File: src/hw/dao_top_unused_placeholder_none.sv
// no content
`timescale 1ns/1ps
`default_nettype none
`default_nettype wire

File: src/inc/dao_pkg.sv
// constants and types of the dual converter output block
package dao_pkg;
    localparam int unsigned CHANNELS = 2;
    localparam int unsigned CODE_W = 12;
    localparam int unsigned RAW_W = 14;
    localparam int unsigned PROD_W = 26;
    localparam int unsigned LANE_W = CODE_W + 1;
    localparam int unsigned WORD_W = CHANNELS * LANE_W;
    localparam int unsigned FIFO_DEPTH = 8;
    localparam int unsigned LVL_W = 4;
    localparam int unsigned LATENCY = 6;
    localparam logic [LVL_W-1:0] PRIME_LVL = LVL_W'(LATENCY - 2);
    localparam int unsigned SYS_CLK_PERIOD_NS = 50;
    // gain of the quantizer for each full-scale range, fixed point
    localparam int unsigned SCALE_SH = 10;
    localparam logic signed [PROD_W-1:0] SCALE_2V = 26'sh0000400;
    localparam logic signed [PROD_W-1:0] SCALE_3V = 26'sh00002AB;
    localparam logic signed [PROD_W-1:0] CODE_MAX = 26'sh00007FF;
    localparam logic signed [PROD_W-1:0] CODE_MIN = -26'sh0000800;
    localparam logic [CODE_W-1:0] CODE_TOP = 12'hFFF;
    localparam logic [CODE_W-1:0] CODE_BOT = 12'h000;
    localparam logic [CODE_W-1:0] MSB_FLIP = 12'h800;
    // pin synchroniser lanes and their reset levels
    localparam int unsigned PIN_N = 4;
    localparam int unsigned PIN_OE_A = 0;
    localparam int unsigned PIN_OE_B = 1;
    localparam int unsigned PIN_RANGE = 2;
    localparam int unsigned PIN_REF = 3;
    localparam logic [PIN_N-1:0] PIN_RST = 4'h8;
    typedef logic [CODE_W-1:0] dao_code_t;
    typedef logic signed [RAW_W-1:0] dao_raw_t;
    typedef enum logic [0:0] {
        DAO_FILL = 1'b0,
        DAO_RUN = 1'b1
    } dao_state_e;
endpackage : dao_pkg

File: src/inc/dao_smp_if.sv
// sample word carrier between the converter core and its fifo
`timescale 1ns/1ps
`default_nettype none
interface dao_smp_if;
    import dao_pkg::*;
    logic wr_valid;
    logic wr_ready;
    logic [WORD_W-1:0] wr_data;
    logic rd_ready;
    logic rd_valid;
    logic [WORD_W-1:0] rd_data;
    logic [LVL_W-1:0] level;
    modport core (
        output wr_valid, wr_data, rd_ready,
        input wr_ready, rd_valid, rd_data, level
    );
    modport fifo (
        input wr_valid, wr_data, rd_ready,
        output wr_ready, rd_valid, rd_data, level
    );
endinterface : dao_smp_if
`default_nettype wire
File: src/hw/dao_fifo.sv
// sample fifo with registered read data and registered ready
`timescale 1ns/1ps
`default_nettype none
module dao_fifo #(
    parameter int unsigned WIDTH = dao_pkg::WORD_W,
    parameter int unsigned DEPTH = dao_pkg::FIFO_DEPTH
) (
    // clock and reset
    input wire logic sys_clk_i,
    input wire logic rstn_i,
    // sample carrier
    dao_smp_if.fifo smp
);
    import dao_pkg::*;
    localparam int unsigned AW = $clog2(DEPTH);
    localparam logic [LVL_W-1:0] FULL_LVL = LVL_W'(DEPTH);
    localparam logic [LVL_W-1:0] LVL_ONE = LVL_W'(1);

    logic [WIDTH-1:0] mem_r [DEPTH];
    logic [AW-1:0] wptr_r;
    logic [AW-1:0] rptr_r;
    logic [LVL_W-1:0] cnt_r;
    logic [LVL_W-1:0] cnt_nxt;
    logic ready_r;
    logic rvalid_r;
    logic [WIDTH-1:0] rdata_r;
    wire do_wr = smp.wr_valid & ready_r;
    wire do_rd = smp.rd_ready & (cnt_r != '0);

    assign cnt_nxt = do_wr & ~do_rd ? cnt_r + LVL_ONE :
                     ~do_wr & do_rd ? cnt_r - LVL_ONE : cnt_r;

    always_ff @(posedge sys_clk_i) begin
        if (do_wr) begin
            mem_r[wptr_r] <= smp.wr_data;
        end
    end

    always_ff @(posedge sys_clk_i or negedge rstn_i) begin
        if (!rstn_i) begin
            wptr_r <= '0;
            rptr_r <= '0;
            cnt_r <= '0;
            ready_r <= 1'b1;
            rvalid_r <= 1'b0;
            rdata_r <= '0;
        end else begin
            wptr_r <= do_wr ? AW'(wptr_r + 1'b1) : wptr_r;
            rptr_r <= do_rd ? AW'(rptr_r + 1'b1) : rptr_r;
            cnt_r <= cnt_nxt;
            ready_r <= cnt_nxt != FULL_LVL;
            rvalid_r <= do_rd;
            rdata_r <= do_rd ? mem_r[rptr_r] : rdata_r;
        end
    end

    assign smp.wr_ready = ready_r;
    assign smp.rd_valid = rvalid_r;
    assign smp.rd_data = rdata_r;
    assign smp.level = cnt_r;
endmodule : dao_fifo
`default_nettype wire

File: src/hw/dao_top.sv
// dual channel 12-bit converter digital output side
`timescale 1ns/1ps
`default_nettype none
module dao_top (
    // clock and reset
    input wire logic sys_clk_i,
    input wire logic rstn_i,
    // quantizer codes, same clock domain
    input wire dao_pkg::dao_raw_t chan_a_raw_i,
    input wire dao_pkg::dao_raw_t chan_b_raw_i,
    // static pins from the capture side
    input wire logic chan_a_oe_n_i,
    input wire logic chan_b_oe_n_i,
    input wire logic range_sel_i,
    input wire logic reference_source_choice_i,
    // drain stall from capture logic, same clock domain
    input wire logic drain_hold_i,
    // channel a outputs
    output logic [dao_pkg::CODE_W-1:0] chan_a_data_o,
    output logic chan_a_data_oe_o,
    output logic chan_a_over_range_flag_o,
    output logic chan_a_sample_valid_strobe_o,
    // channel b outputs
    output logic [dao_pkg::CODE_W-1:0] chan_b_data_o,
    output logic chan_b_data_oe_o,
    output logic chan_b_over_range_flag_o,
    output logic chan_b_sample_valid_strobe_o,
    // status
    output logic reference_ext_o,
    output logic range_wide_o,
    output logic front_ready_o
);
    import dao_pkg::*;

    // quantizer gain, clipping and offset binary coding
    function automatic logic [LANE_W-1:0] dao_convert(
        input dao_raw_t raw,
        input logic wide
    );
        logic signed [PROD_W-1:0] prod;
        logic signed [PROD_W-1:0] q;
        logic [LANE_W-1:0] res;
        prod = PROD_W'(raw) * (wide ? SCALE_3V : SCALE_2V);
        q = prod >>> SCALE_SH;
        if (q > CODE_MAX) begin
            res = {1'b1, CODE_TOP};
        end else if (q < CODE_MIN) begin
            res = {1'b1, CODE_BOT};
        end else begin
            res = {1'b0, q[CODE_W-1:0] ^ MSB_FLIP};
        end
        return res;
    endfunction : dao_convert

    // pin synchronisers: three stages, change taken when stages two and three agree
    logic [PIN_N-1:0] pin_s1_r;
    logic [PIN_N-1:0] pin_s2_r;
    logic [PIN_N-1:0] pin_s3_r;
    logic [PIN_N-1:0] pin_lvl_r;
    wire [PIN_N-1:0] pin_raw;
    wire [PIN_N-1:0] pin_agree = ~(pin_s2_r ^ pin_s3_r);
    wire [PIN_N-1:0] pin_lvl_nxt = (pin_agree & pin_s2_r) | (~pin_agree & pin_lvl_r);

    assign pin_raw[PIN_OE_A] = chan_a_oe_n_i;
    assign pin_raw[PIN_OE_B] = chan_b_oe_n_i;
    assign pin_raw[PIN_RANGE] = range_sel_i;
    assign pin_raw[PIN_REF] = reference_source_choice_i;

    // reset levels: enables on, range 2V, reference external as if pulled up
    always_ff @(posedge sys_clk_i or negedge rstn_i) begin
        if (!rstn_i) begin
            pin_s1_r <= PIN_RST;
            pin_s2_r <= PIN_RST;
            pin_s3_r <= PIN_RST;
            pin_lvl_r <= PIN_RST;
        end else begin
            pin_s1_r <= pin_raw;
            pin_s2_r <= pin_s1_r;
            pin_s3_r <= pin_s2_r;
            pin_lvl_r <= pin_lvl_nxt;
        end
    end

    wire range_wide = pin_lvl_r[PIN_RANGE];

    // conversion stage: both channels registered on the same edge
    dao_smp_if smp ();
    dao_raw_t raw_in [CHANNELS];
    logic [WORD_W-1:0] conv_r;
    logic conv_valid_r;
    wire [WORD_W-1:0] conv_nxt;

    assign raw_in[0] = chan_a_raw_i;
    assign raw_in[1] = chan_b_raw_i;

    genvar gc;
    generate
        for (gc = 0; gc < CHANNELS; gc++) begin : g_conv
            assign conv_nxt[gc*LANE_W +: LANE_W] = dao_convert(raw_in[gc], range_wide);
        end
    endgenerate

    always_ff @(posedge sys_clk_i or negedge rstn_i) begin
        if (!rstn_i) begin
            conv_r <= '0;
            conv_valid_r <= 1'b0;
        end else begin
            conv_r <= conv_nxt;
            conv_valid_r <= 1'b1;
        end
    end

    // fill control: reads start once enough words are queued for the fixed delay
    dao_state_e state_r;
    dao_state_e state_nxt;
    wire primed = (state_r == DAO_RUN) | (smp.level >= PRIME_LVL);

    always_comb begin
        case (state_r)
            DAO_FILL: state_nxt = primed ? DAO_RUN : DAO_FILL;
            DAO_RUN: state_nxt = DAO_RUN;
            default: state_nxt = DAO_FILL;
        endcase
    end

    always_ff @(posedge sys_clk_i or negedge rstn_i) begin
        if (!rstn_i) begin
            state_r <= DAO_FILL;
        end else begin
            state_r <= state_nxt;
        end
    end

    assign smp.wr_valid = conv_valid_r;
    assign smp.wr_data = conv_r;
    assign smp.rd_ready = primed & ~drain_hold_i;

    dao_fifo #(
        .WIDTH(WORD_W),
        .DEPTH(FIFO_DEPTH)
    ) u_fifo (
        .sys_clk_i(sys_clk_i),
        .rstn_i(rstn_i),
        .smp(smp)
    );

    // output stage per channel
    logic [CODE_W-1:0] dout_r [CHANNELS];
    logic [CHANNELS-1:0] oe_r;
    logic [CHANNELS-1:0] ovr_r;
    logic [CHANNELS-1:0] strobe_r;
    logic ref_r;
    logic wide_r;
    logic front_ready_r;
    wire [CHANNELS-1:0] en_n = {pin_lvl_r[PIN_OE_B], pin_lvl_r[PIN_OE_A]};

    generate
        for (gc = 0; gc < CHANNELS; gc++) begin : g_out
            wire [LANE_W-1:0] lane = smp.rd_data[gc*LANE_W +: LANE_W];
            always_ff @(posedge sys_clk_i or negedge rstn_i) begin
                if (!rstn_i) begin
                    dout_r[gc] <= '0;
                    ovr_r[gc] <= 1'b0;
                    strobe_r[gc] <= 1'b0;
                    oe_r[gc] <= 1'b0;
                end else begin
                    if (smp.rd_valid) begin
                        dout_r[gc] <= lane[CODE_W-1:0];
                        ovr_r[gc] <= lane[CODE_W];
                    end
                    strobe_r[gc] <= smp.rd_valid;
                    oe_r[gc] <= ~en_n[gc];
                end
            end
        end
    endgenerate

    always_ff @(posedge sys_clk_i or negedge rstn_i) begin
        if (!rstn_i) begin
            ref_r <= 1'b1;
            wide_r <= 1'b0;
            front_ready_r <= 1'b1;
        end else begin
            ref_r <= pin_lvl_r[PIN_REF];
            wide_r <= range_wide;
            front_ready_r <= smp.wr_ready;
        end
    end

    assign chan_a_data_o = dout_r[0];
    assign chan_a_data_oe_o = oe_r[0];
    assign chan_a_over_range_flag_o = ovr_r[0];
    assign chan_a_sample_valid_strobe_o = strobe_r[0];
    assign chan_b_data_o = dout_r[1];
    assign chan_b_data_oe_o = oe_r[1];
    assign chan_b_over_range_flag_o = ovr_r[1];
    assign chan_b_sample_valid_strobe_o = strobe_r[1];
    assign reference_ext_o = ref_r;
    assign range_wide_o = wide_r;
    assign front_ready_o = front_ready_r;
endmodule : dao_top
`default_nettype wire

File: config.mk
export PLATFORM = sky130hd
export DESIGN_NAME = dao_top
export DESIGN_NICKNAME = d
export VERILOG_FILES = /design/src/hw/dao_top_unused_placeholder_none.sv /design/src/inc/dao_pkg.sv /design/src/inc/dao_smp_if.sv /design/src/hw/dao_fifo.sv /design/src/hw/dao_top.sv
export SDC_FILE = /design/constraint.sdc
export NUM_CORES = 1
export LEC_CHECK = 0
export ABC_CLOCK_PERIOD_IN_PS = 12900
export BUFFER_PORTS_ARGS = -buffer_cell sky130_fd_sc_hd__buf_2
export CORE_UTILIZATION = 45
export DETAILED_ROUTE_END_ITERATION = 6
export PLACE_DENSITY = 0.68
export RECOVER_POWER = 100
export SYNTH_ARGS = -nofsm -noshare
export SYNTH_HDL_FRONTEND = slang
export SYNTH_HIERARCHICAL = 1
export SYNTH_SLANG_ARGS = --single-unit
export TNS_END_PERCENT = 5
File: constraint.sdc
create_clock -name sys_clk_i -period 12.9 [get_ports sys_clk_i]
set_input_delay 0.645 -clock sys_clk_i [delete_from_list [all_inputs] [get_ports sys_clk_i]]
set_output_delay 0.645 -clock sys_clk_i [all_outputs]
set_load 0.03 [all_outputs]
# Word-level counts from Yosys, hierarchy flattened
# Memories as Yosys holds them, arrays and structs flattened. A register that Yosys moved wholly into a read port is not among the register bits.
# Cells that the tools add are included.
# totals
inputBits	35
mem_bits_rw	208
regBits	88
wordCells	68
mem_count	1
out_inout_bits	33
# mem_list
name	depth	width	read_ports	rd_clocked_by_memory_dff	wr	line	text
u_fifo.mem_r	8	26	1	1	1	dao_fifo.sv:19	logic [WIDTH-1:0] mem_r [DEPTH];
# classes
n_eq_ne	1
bitwise	20
mul	2
reduce_logical	2
order_cmp	5
add_sub_neg	4
mux	11
# ops
operator	count
$mul A14 B12 Y26	2
$mux W13	4
$gt A16 B12 Y1 const B	2
$lt A16 B12 Y1 const B	2
$mux W11	1
$and A4 B4 Y4	2
$mux W4	2
$not A1 Y1	8
$not A4 Y4	2
$add A3 B1 Y3 const B	2
$and A1 B1 Y1	5
$add A4 B1 Y4 const B	1
$ge A4 B3 Y1 const B	1
$ne A4 B4 Y1 const B	1
$or A4 B4 Y4	1
$reduce_bool A4 Y1	1
$sub A4 B1 Y4 const B	1
$xor A4 B4 Y4	1
$mux W1	3
$pmux W1 S2	1
$logic_not A1 Y1	1
$or A1 B1 Y1	1

# Logic depth before layout (Yosys ltp)
# Gate-level depths: netlist of run 1.
# logic_depth
ltp_word	8
mapped_depth	24
mapped_depth_nobuf	20

# Hierarchy
# Netlist of run 1, hierarchy kept.
# modules_own_cells
mod	cells_per_inst	area_per_inst_um2	n_inst	seq_area_each_um2
dao_top	983	9706.8	1	1909.3
dao_fifo	466	9424.0	1	7198.2

# Least setup slack after synthesis of run 1
# Ideal clock, no wire load.
# synth_timing
kind	register -> register
startpoint	register with a tool-made name
endpoint	register conv_r[2]
period_less_slack_ns	5.527
arrival_ns	5.398
required_ns	12.771
path_slack_ns	7.373
path_stages_with_launch	22
path_cell_list	dfrtp_1 buf_6 clkbuf_1 clkbuf_1 and2_1 ha_1 ha_1 fa_1 fa_1 inv_1 fa_1 inv_1 ha_1 a21o_1 a21oi_1 o21bai_1 a221o_1 a21oi_1 o311ai_1 o41ai_1 buf_2 o21ai_0
# synth_lines
element	line	text
end signal: assignment	dao_top.sv:108	conv_r <= conv_nxt;
end: declaration	dao_top.sv:89	logic [WORD_W-1:0] conv_r;

==> qor.yml, run 1 <==
status:
  status: "finished, violations left"
  failed_checks: "max-capacitance violations, max-slew violations"
power:
  pwr_density_cell_nw_per_um2: 218
  p_leak_nw: 8.82
  irDropWorstVdd_uv: 107
logic_synthesis:
  synth_top_family_by_area: "adder cells"
  synth_xor_area_frac: 0.0247
  yosys.area_share.simple: 0.0535
  syn_area_um2: 19100
  synth_compound_area_frac: 0.0673
  ys_seq_area_frac: 0.476
  synth.net_count: 1756
  synth_ff_type: "edfxtp_1"
  synth_edf_count: 208
  syn_area_per_cell_um2: 13.2
  yosysUniqueCellTypes: 80
  ys_seq_elements: 322
  synthAdderAreaFrac: 0.215
  syn_inst: 1449
  ys_warn_count: 6
  async_flop_share: 0.354
  synth.area.mux_share: 0.107
cts:
  insertion_delay_ns: 0.57
  root_buffer: "clkbuf_16"
  cts_max_level: 1
  post_cts_hold_buffer_count: 0
  path_clk_slew_ns: 0.07
  cts_resized: 0
  clkSinkCount: 322
  post_cts_buffers: 0
  cts_tree: "built"
  cts_buffers: 31
  clockBufferDepth: 3
global_route:
  track_usage: 0.164
  grt_pass1_wl_um: 57500
  overflow: 0
  grt_max_degree: 66
  grt_pass1_vias: 11300
  antenna_found_initial: 0
timing:
  rsz0062_at_grt: "false"
  slew_headroom: -1.10
  maxSlewViolCount: 428
  hold_viol: 0
  setup_viol: 0
  finalCriticalPeriod_ns: 7.53
  min_period_over_period: 0.584
  worst_slack_ns: 5.37
  worst_pin_slew_ns: 3.15
  skew_ns: 0.0198
  max_freq_ghz: 0.133
  tns_ns: 0
critical_path:
  critPathKind: "flop to flop"
  critPathCaptureType: "flop"
  start_kind: "flop"
  r2r_cells: 17
  worstPathRequired_ns: 13.26
  cp.arrival_ns: 7.89
  r2r_end: "conv_r[17]$_DFF_PN0_"
  cp_max_fo: 65
  reg2reg_slack_ns: 5.37
placed_design:
  routabilityCongestion: 0.890
  pre_cts_ws_ns: 6.40
  portBuffers: 67
  hpwlAfterDp_um: 24300
routing:
  viasPerCell: 5.22
  drc: 0
  vias: 10800
  postRouteAntennaNets: 0
  route.detailed.wl_per_inst_um: 16.7
  wl_um: 34500
  drt_first_pass_iters: 5
  dr.first_iter.drc_count: 605
die:
  die_area_um2: 43300
  start_util: 0.456
  die_w_um: 208
  die_h_um: 208
  io_pins: 68
  core_um2: 41900
  core.rowCount: 75
cells_and_area:
  mostFrequentLayoutCell: "edfxtp_1"
  post_route_cells_drive_above_1_share: 0.137
  final_cell_mix: "edfxtp_1, inv_1, ha_1, dfrtp_1, fa_1"
  fin_util: 0.497
  diodes: 0
  syn_to_final_growth_pct: 8.89
  layout.nets: 1808
min_path:
  hp-class: "primary input to flop"
  hold_depth: 1
  hold_start: "range_sel_i"
  hold_end: "pin_s1_r[2]$_DFF_PN0_"
flow_run:
  drv_cap: 11
[power breakdown]
group          switching (mW)  leakage (nW)  internal, mW
logic                    1.18          5.16         0.851
registers               0.197          3.16          1.46
clock network           0.379         0.487         0.483
total                    1.75          8.82          2.79
[kinds of logic (layout without fill, tap and decap cells)]
family                     Yosys count  in the layout
muxes                              134            134
and+or+nand+nor                    203            203
DFF                                322            322
buffers and inverters              268            344
xor gates and xnor gates            54             54
adders and majority gates          276            276
other                                1              1
AOI/OAI and AO/OA                  191            191
[metal layers]
layer,wire length [um],up-vias,GRT usage
met5,0,-,0
met2,16100,173,0.267
met1,16500,5345,0.234
met4,479,0,0.0317
li1,-,5221,-
met3,1390,42,0.0257
[cell usage after synthesis (all sizes together) (25+ instances only)]
library cell | number | share of area
dfrtp | 107 | 0.14
nand2 | 81 | 0.017
mux2 | 50 | 0.029
o21ai | 64 | 0.017
nor2 | 30 | 0.0059
xnor2 | 33 | 0.015
a21oi | 42 | 0.011
ha | 182 | 0.12
edfxtp | 208 | 0.33
mux2i | 32 | 0.017
clkbuf | 36 | 0.0071
buf | 25 | 0.0077
inv | 207 | 0.041
fa | 90 | 0.094
mux4 | 52 | 0.061
and2 | 30 | 0.0099
[worst max-delay path by stage]
stage	slack (ns)	endpoint	start
detailed placement	6.40	conv_r[3]$_DFF_PN0_	flop
finish	5.37	conv_r[17]$_DFF_PN0_	flop
floorplan	7.37	conv_r[2]$_DFF_PN0_	flop
global route	4.67	conv_r[7]$_DFF_PN0_	flop
global placement	6.60	conv_r[4]$_DFF_PN0_	flop
CTS	6.41	conv_r[3]$_DFF_PN0_	flop
[per-stage QoR]
stage	power (mW)	cells	area, um^2	hold WS (ns)
6_report	4.55	2064	20800	0.168
5_1_grt	4.91	2064	20800	0.138
4_1_cts	4.63	2064	21000	0.127
3_5_place_dp	3.75	2007	20000	0.336
3_3_place_gp	3.70	2007	20000	0.339
2_1_floorplan	3.23	1449	19100	0.331
[sequential cells by signal, summed over array words and instances (netlist names), 4 cells and up, named ones only]
signal              count
u_fifo/mem_r          208
conv_r                 26
u_fifo/smp.rd_data     26
chan_a_data_o          12
chan_b_data_o          12
pin_s1_r                4
pin_s2_r                4
pin_s3_r                4
u_fifo/smp.level        4
[layout make-up]
class / instances / area [um^2]
fillers: 3642 / 21100
clock inverters: 14 / 97.6
well taps: 539 / 674
repair buffers: 80 / 357
clock buffers: 43 / 885
flip-flops and latches: 322 / 9110
multi-input cells: 859 / 8930
inverters: 207 / 778
[critical path, cell delays in order (launching register included)]
cell and delay [ns]:
dfrtp_1 1.53, and2_0 0.68, ha_1 0.39, ha_1 0.31
fa_1 0.54, inv_1 0.05, fa_1 0.44, fa_1 0.49
inv_1 0.04, ha_1 0.30, a21o_1 0.16, a21o_1 0.17
a21o_1 0.19, a21oi_1 0.16, o21bai_1 0.09, or3_1 0.40
a221oi_1 1.10, o32ai_1 0.28
Power figures use the tool's default switching activity.
==> run 2, diff against run 1 <==
--- a/config.mk
+++ b/config.mk
@@ -5,11 +5,11 @@
 export SDC_FILE = /design/constraint.sdc
 export NUM_CORES = 1
 export LEC_CHECK = 0
-export ABC_CLOCK_PERIOD_IN_PS = 12900
+export ABC_CLOCK_PERIOD_IN_PS = 6800
 export BUFFER_PORTS_ARGS = -buffer_cell sky130_fd_sc_hd__buf_2
 export CORE_UTILIZATION = 45
 export DETAILED_ROUTE_END_ITERATION = 6
-export PLACE_DENSITY = 0.68
+export PLACE_DENSITY = 0.7
 export RECOVER_POWER = 100
 export SYNTH_ARGS = -nofsm -noshare
 export SYNTH_HDL_FRONTEND = slang
==> constraint.sdc (replaced) <==
create_clock -name sys_clk_i -period 6.8 [get_ports sys_clk_i]
set_input_delay 0.34 -clock sys_clk_i [delete_from_list [all_inputs] [get_ports sys_clk_i]]
set_output_delay 0.34 -clock sys_clk_i [all_outputs]
set_load 0.03 [all_outputs]
==> qor.yml, run 2 (synthesis gave the netlist of run 1 again) <==
status:
  status: "finished, violations left"
  failed_checks: "design-rule violations, max-capacitance violations, max-slew violations"
die:
  core.rowCount: 75
  die_area_um2: 43300
  die_w_um: 208
  start_util: 0.456
  core_um2: 41900
  io_pins: 68
  die_h_um: 208
placed_design:
  hpwlAfterDp_um: 24300
  portBuffers: 67
  routabilityCongestion: 0.867
  pre_cts_ws_ns: 0.476
timing:
  hold_viol: 0
  rsz0062_at_grt: "false"
  worst_slack_ns: 0.500
  setup_viol: 0
  min_period_over_period: 0.926
  skew_ns: 0.0154
  max_freq_ghz: 0.159
  finalCriticalPeriod_ns: 6.30
  tns_ns: 0
  worst_pin_slew_ns: 2.89
  maxSlewViolCount: 388
  slew_headroom: -0.935
routing:
  route.detailed.wl_per_inst_um: 16.7
  drc: 2
  vias: 10800
  wl_um: 34500
  postRouteAntennaNets: 0
  drt_first_pass_iters: 7
  viasPerCell: 5.24
  dr.first_iter.drc_count: 689
critical_path:
  slowest_delay_ns: 1.02
  cpLargestDelayFamily: "adder cells"
  critPathKind: "flop to flop"
  cp_max_fo: 65
  critPathBufInv: 4
  cp_common_cell: "inv_1"
  cp.arrival_ns: 6.76
  critPathCaptureType: "flop"
  start_kind: "flop"
  cp_slowest_cell: "dfrtp_2"
  crit_chain: "and2_0 -> ha_1 -> ha_1 -> inv_1 -> fa_1 -> inv_1 -> fa_1 -> inv_1 -> fa_1 -> inv_1 -> ha_1 -> o21ai_0 -> o21ai_0 -> o211ai_1 -> a21oi_1 -> a21oi_1 -> o311ai_1 -> a41oi_1 -> o21ai_0"
  worstPathRequired_ns: 7.26
cts:
  cts_buffers: 30
  root_buffer: "clkbuf_16"
  path_clk_slew_ns: 0.06
  clkSinkCount: 322
  cts_max_level: 1
  insertion_delay_ns: 0.56
  cts_tree: "built"
  clockBufferDepth: 3
  cts_resized: 0
power:
  power_switching_share: 0.381
  seq_power_share: 0.367
  p_switching_mw: 3.33
  pwr-share-comb: 0.434
  pwr_density_cell_nw_per_um2: 417
  p_leak_nw: 8.88
  power.internal_mw: 5.41
  clkPwrFrac: 0.199
  irDropWorstVdd_uv: 235
cells_and_area:
  diodes: 0
  post_route_cells_drive_above_1_share: 0.138
  largest_reg_flops: 208
  top_register: "u_fifo/mem_r"
  mostFrequentLayoutCell: "edfxtp_1"
  layout.nets: 1809
  fill_cells: 3577
  syn_to_final_growth_pct: 9.52
  final_cell_mix: "edfxtp_1, inv_1, ha_1, dfrtp_1, fa_1"
global_route:
  track_usage: 0.161
  grt_pass1_vias: 11100
  grt_max_degree: 66
  grt_pass1_wl_um: 57000
  overflow: 0
  antenna_found_initial: 0
min_path:
  hp-class: "flop to flop"
  hold_start: "pin_s1_r[0]$_DFF_PN0_"
flow_run:
  drv_cap: 11
-- run 2: changes by cell type in the layout (fill, tap and decap cells not counted), sizes merged --
cell	delta
bufinv	+3
clkbuf	-2
clkinv	-3
clkinvlp	-1
dlygate4sd3	+5
inv	-1
-- run 2: repair_timing --
action                                  4_1_cts  5_1_grt
hold endpoints to repair                     53        0
endpoints found under the setup margin        0        0
hold buffers                                  5        0
buffers inserted                              0        0
-- run 2: per-layer routing --
metal	vias up	wire length [um]	GRT usage
li1	5233	-	-
met1	5344	17100	0.238
met2	201	15600	0.261
met3	43	1160	0.0149
met4	0	648	0.0324
met5	-	0	0
-- run 2: path summary, 6_finish.rpt --
kind,end,slack (ns),depth (start not counted)
min reg2reg,pin_s2_r[0]$_DFF_PN0_,0.35,0
max in group asynchronous,u_fifo/rptr_r[0]$_DFFE_PN0P_,2.74,3
max reg2reg,conv_r[8]$_DFF_PN0_,0.50,19
max,conv_r[8]$_DFF_PN0_,0.50,19
min in group asynchronous,u_fifo/smp.rd_data[21]$_DFFE_PN0P_,1.21,2
min,pin_s2_r[0]$_DFF_PN0_,0.35,0
-- run 2: per-stage QoR --
| stage | instance area, um^2 | utilization | cells | hold WS (ns) | total power, mW |
|---|---|---|---|---|---|
| 2_1_floorplan | 19100 | - | 1449 | 0.0444 | 6.12 |
| 3_3_place_gp | 20000 | 0.477 | 2004 | 0.334 | 7.00 |
| 3_5_place_dp | 20000 | 0.477 | 2004 | 0.336 | 7.11 |
| 4_1_cts | 21100 | 0.503 | 2065 | 0.350 | 8.87 |
| 5_1_grt | 21000 | 0.500 | 2065 | 0.353 | 9.41 |
| 6_report | 21000 | 0.500 | 2065 | 0.347 | 8.74 |
-- run 2: area by class of cell --
| type | count | area [um^2] | share of cell area |
|---|---|---|---|
| Clock buffer | 44 | 896 | 0.0428 |
| Timing Repair Buffer | 82 | 397 | 0.0189 |
| Tap cell | 539 | 674 | 0.0322 |
| Sequential cell | 322 | 9110 | 0.435 |
| Clock inverter | 12 | 148 | 0.00705 |
| Multi-Input combinational cell | 859 | 8950 | 0.427 |
| Inverter | 207 | 778 | 0.0371 |
-- run 2: power by group through the flow --
stage / clock [mW] / sequential, mW / combinational [mW]
CTS: 1.78 / 3.21 / 3.89
detailed placement: 0 / 3.24 / 3.87
global placement: 0 / 3.20 / 3.80
floorplan: 0 / 3.17 / 2.95
global route: 1.85 / 3.29 / 4.26
finish: 1.74 / 3.21 / 3.80
==> run 3, diff against run 2 <==
--- a/config.mk
+++ b/config.mk
@@ -9,6 +9,7 @@
 export BUFFER_PORTS_ARGS = -buffer_cell sky130_fd_sc_hd__buf_2
 export CORE_UTILIZATION = 45
 export DETAILED_ROUTE_END_ITERATION = 6
+export MAX_ROUTING_LAYER = met4
 export PLACE_DENSITY = 0.7
 export RECOVER_POWER = 100
 export SYNTH_ARGS = -nofsm -noshare
==> qor.yml, run 3 (synthesis gave the netlist of run 1 again) <==
die:
  core.rowCount: 75
  start_util: 0.456
  die_area_um2: 43300
  die_w_um: 208
  core_um2: 41900
  die_h_um: 208
  io_pins: 68
timing:
  finalCriticalPeriod_ns: 6.33
  worst_pin_slew_ns: 2.94
  tns_ns: 0
  max_freq_ghz: 0.158
  slew_headroom: -0.965
  hold_viol: 0
  rsz0062_at_grt: "false"
  skew_ns: 0.0158
  min_period_over_period: 0.931
  maxSlewViolCount: 388
  setup_viol: 0
  worst_slack_ns: 0.470
cts:
  cts_buffers: 30
  root_buffer: "clkbuf_16"
  cts_max_level: 1
  clkSinkCount: 322
  clockBufferDepth: 3
  insertion_delay_ns: 0.56
  cts_resized: 0
  path_clk_slew_ns: 0.06
  cts_tree: "built"
  post_cts_buffers: 0
cells_and_area:
  mostFrequentLayoutCell: "edfxtp_1"
  largest_reg_flops: 208
  top_register: "u_fifo/mem_r"
  diodes: 0
  post_route_cells_drive_above_1_share: 0.138
  syn_to_final_growth_pct: 9.52
  layout.nets: 1809
  final_cell_mix: "edfxtp_1, inv_1, ha_1, dfrtp_1, fa_1"
flow_run:
  drv_cap: 11
global_route:
  track_usage: 0.166
  overflow: 0
  grt_pass1_wl_um: 57000
  antenna_found_initial: 0
  grt_pass1_vias: 11000
  grt_max_degree: 66
critical_path:
  critPathBufInv: 4
  cp_max_fo: 65
  critPathCaptureType: "flop"
  cp_common_cell: "inv_1"
  cpLargestDelayFamily: "adder cells"
  start_kind: "flop"
  crit_chain: "and2_0 -> ha_1 -> ha_1 -> inv_1 -> fa_1 -> inv_1 -> fa_1 -> inv_1 -> fa_1 -> inv_1 -> ha_1 -> o21ai_0 -> o21ai_0 -> o211ai_1 -> a21oi_1 -> a21oi_1 -> o311ai_1 -> a41oi_1 -> o21ai_0"
  worstPathRequired_ns: 7.26
  slowest_delay_ns: 1.02
  cp.arrival_ns: 6.79
  critPathKind: "flop to flop"
  cp_slowest_cell: "dfrtp_2"
placed_design:
  portBuffers: 67
  hpwlAfterDp_um: 24300
  routabilityCongestion: 0.882
  pre_cts_ws_ns: 0.476
routing:
  dr.first_iter.drc_count: 730
  route.detailed.wl_per_inst_um: 16.7
  postRouteAntennaNets: 0
  drc: 2
  drt_first_pass_iters: 7
  viasPerCell: 5.23
  wl_um: 34500
  vias: 10800
min_path:
  hp-class: "flop to flop"
  hold_start: "pin_s1_r[0]$_DFF_PN0_"
status:
  status: "finished, violations left"
  failed_checks: "design-rule violations, max-capacitance violations, max-slew violations"
power:
  irDropWorstVdd_uv: 236
  p_leak_nw: 8.88
  pwr_density_cell_nw_per_um2: 417
-- run 3: final cells by class --
type,count,area [um^2]
clock inverter,12,148
clock buffer,44,896
sequential,322,9110
tap,539,674
fill,3577,21000
inverter,207,778
multi-input combinational,859,8950
timing repair buffer,82,397
-- run 3: stage by stage --
stage               instances  power, mW  cell area, um^2  utilization  hold slack [ns]
detailed placement       2004       7.11            20000        0.477            0.336
global route             2065       9.41            21000        0.500            0.353
global placement         2004       7.00            20000        0.477            0.334
floorplan                1449       6.12            19100            -           0.0444
CTS                      2065       8.87            21100        0.503            0.350
finish                   2065       8.74            21000        0.500            0.347
-- run 3: per-layer routing --
layer,vias up,GRT usage,part of all wire
li1,5230,-,-
met1,5322,0.239,0.50
met2,198,0.261,0.45
met3,46,0.0149,0.033
met4,0,0.0324,0.019
met5,-,-,0
-- run 3: timing repair --
| item | CTS | global route |
|---|---|---|
| hold buffers | 5 | 0 |
| endpoints found under the hold margin | 53 | 0 |
| endpoints found under the setup margin | 0 | 0 |
-- run 3: where the power goes --
| group | internal, mW | switching [mW] |
|---|---|---|
| registers | 2.77 | 0.437 |
| logic | 1.62 | 2.18 |
| clock network | 1.03 | 0.706 |
-- run 3: path summary, 6_finish.rpt --
| check | slack, ns | cells after the start | end |
|---|---|---|---|
| max in group asynchronous | 2.72 | 3 | u_fifo/rptr_r[0]$_DFFE_PN0P_ |
| setup / recovery | 0.47 | 19 | conv_r[8]$_DFF_PN0_ |
| min in group asynchronous | 1.21 | 2 | u_fifo/smp.rd_data[21]$_DFFE_PN0P_ |
| hold / removal | 0.35 | 0 | pin_s2_r[0]$_DFF_PN0_ |
| hold reg to reg | 0.35 | 0 | pin_s2_r[0]$_DFF_PN0_ |
| setup reg to reg | 0.47 | 19 | conv_r[8]$_DFF_PN0_ |
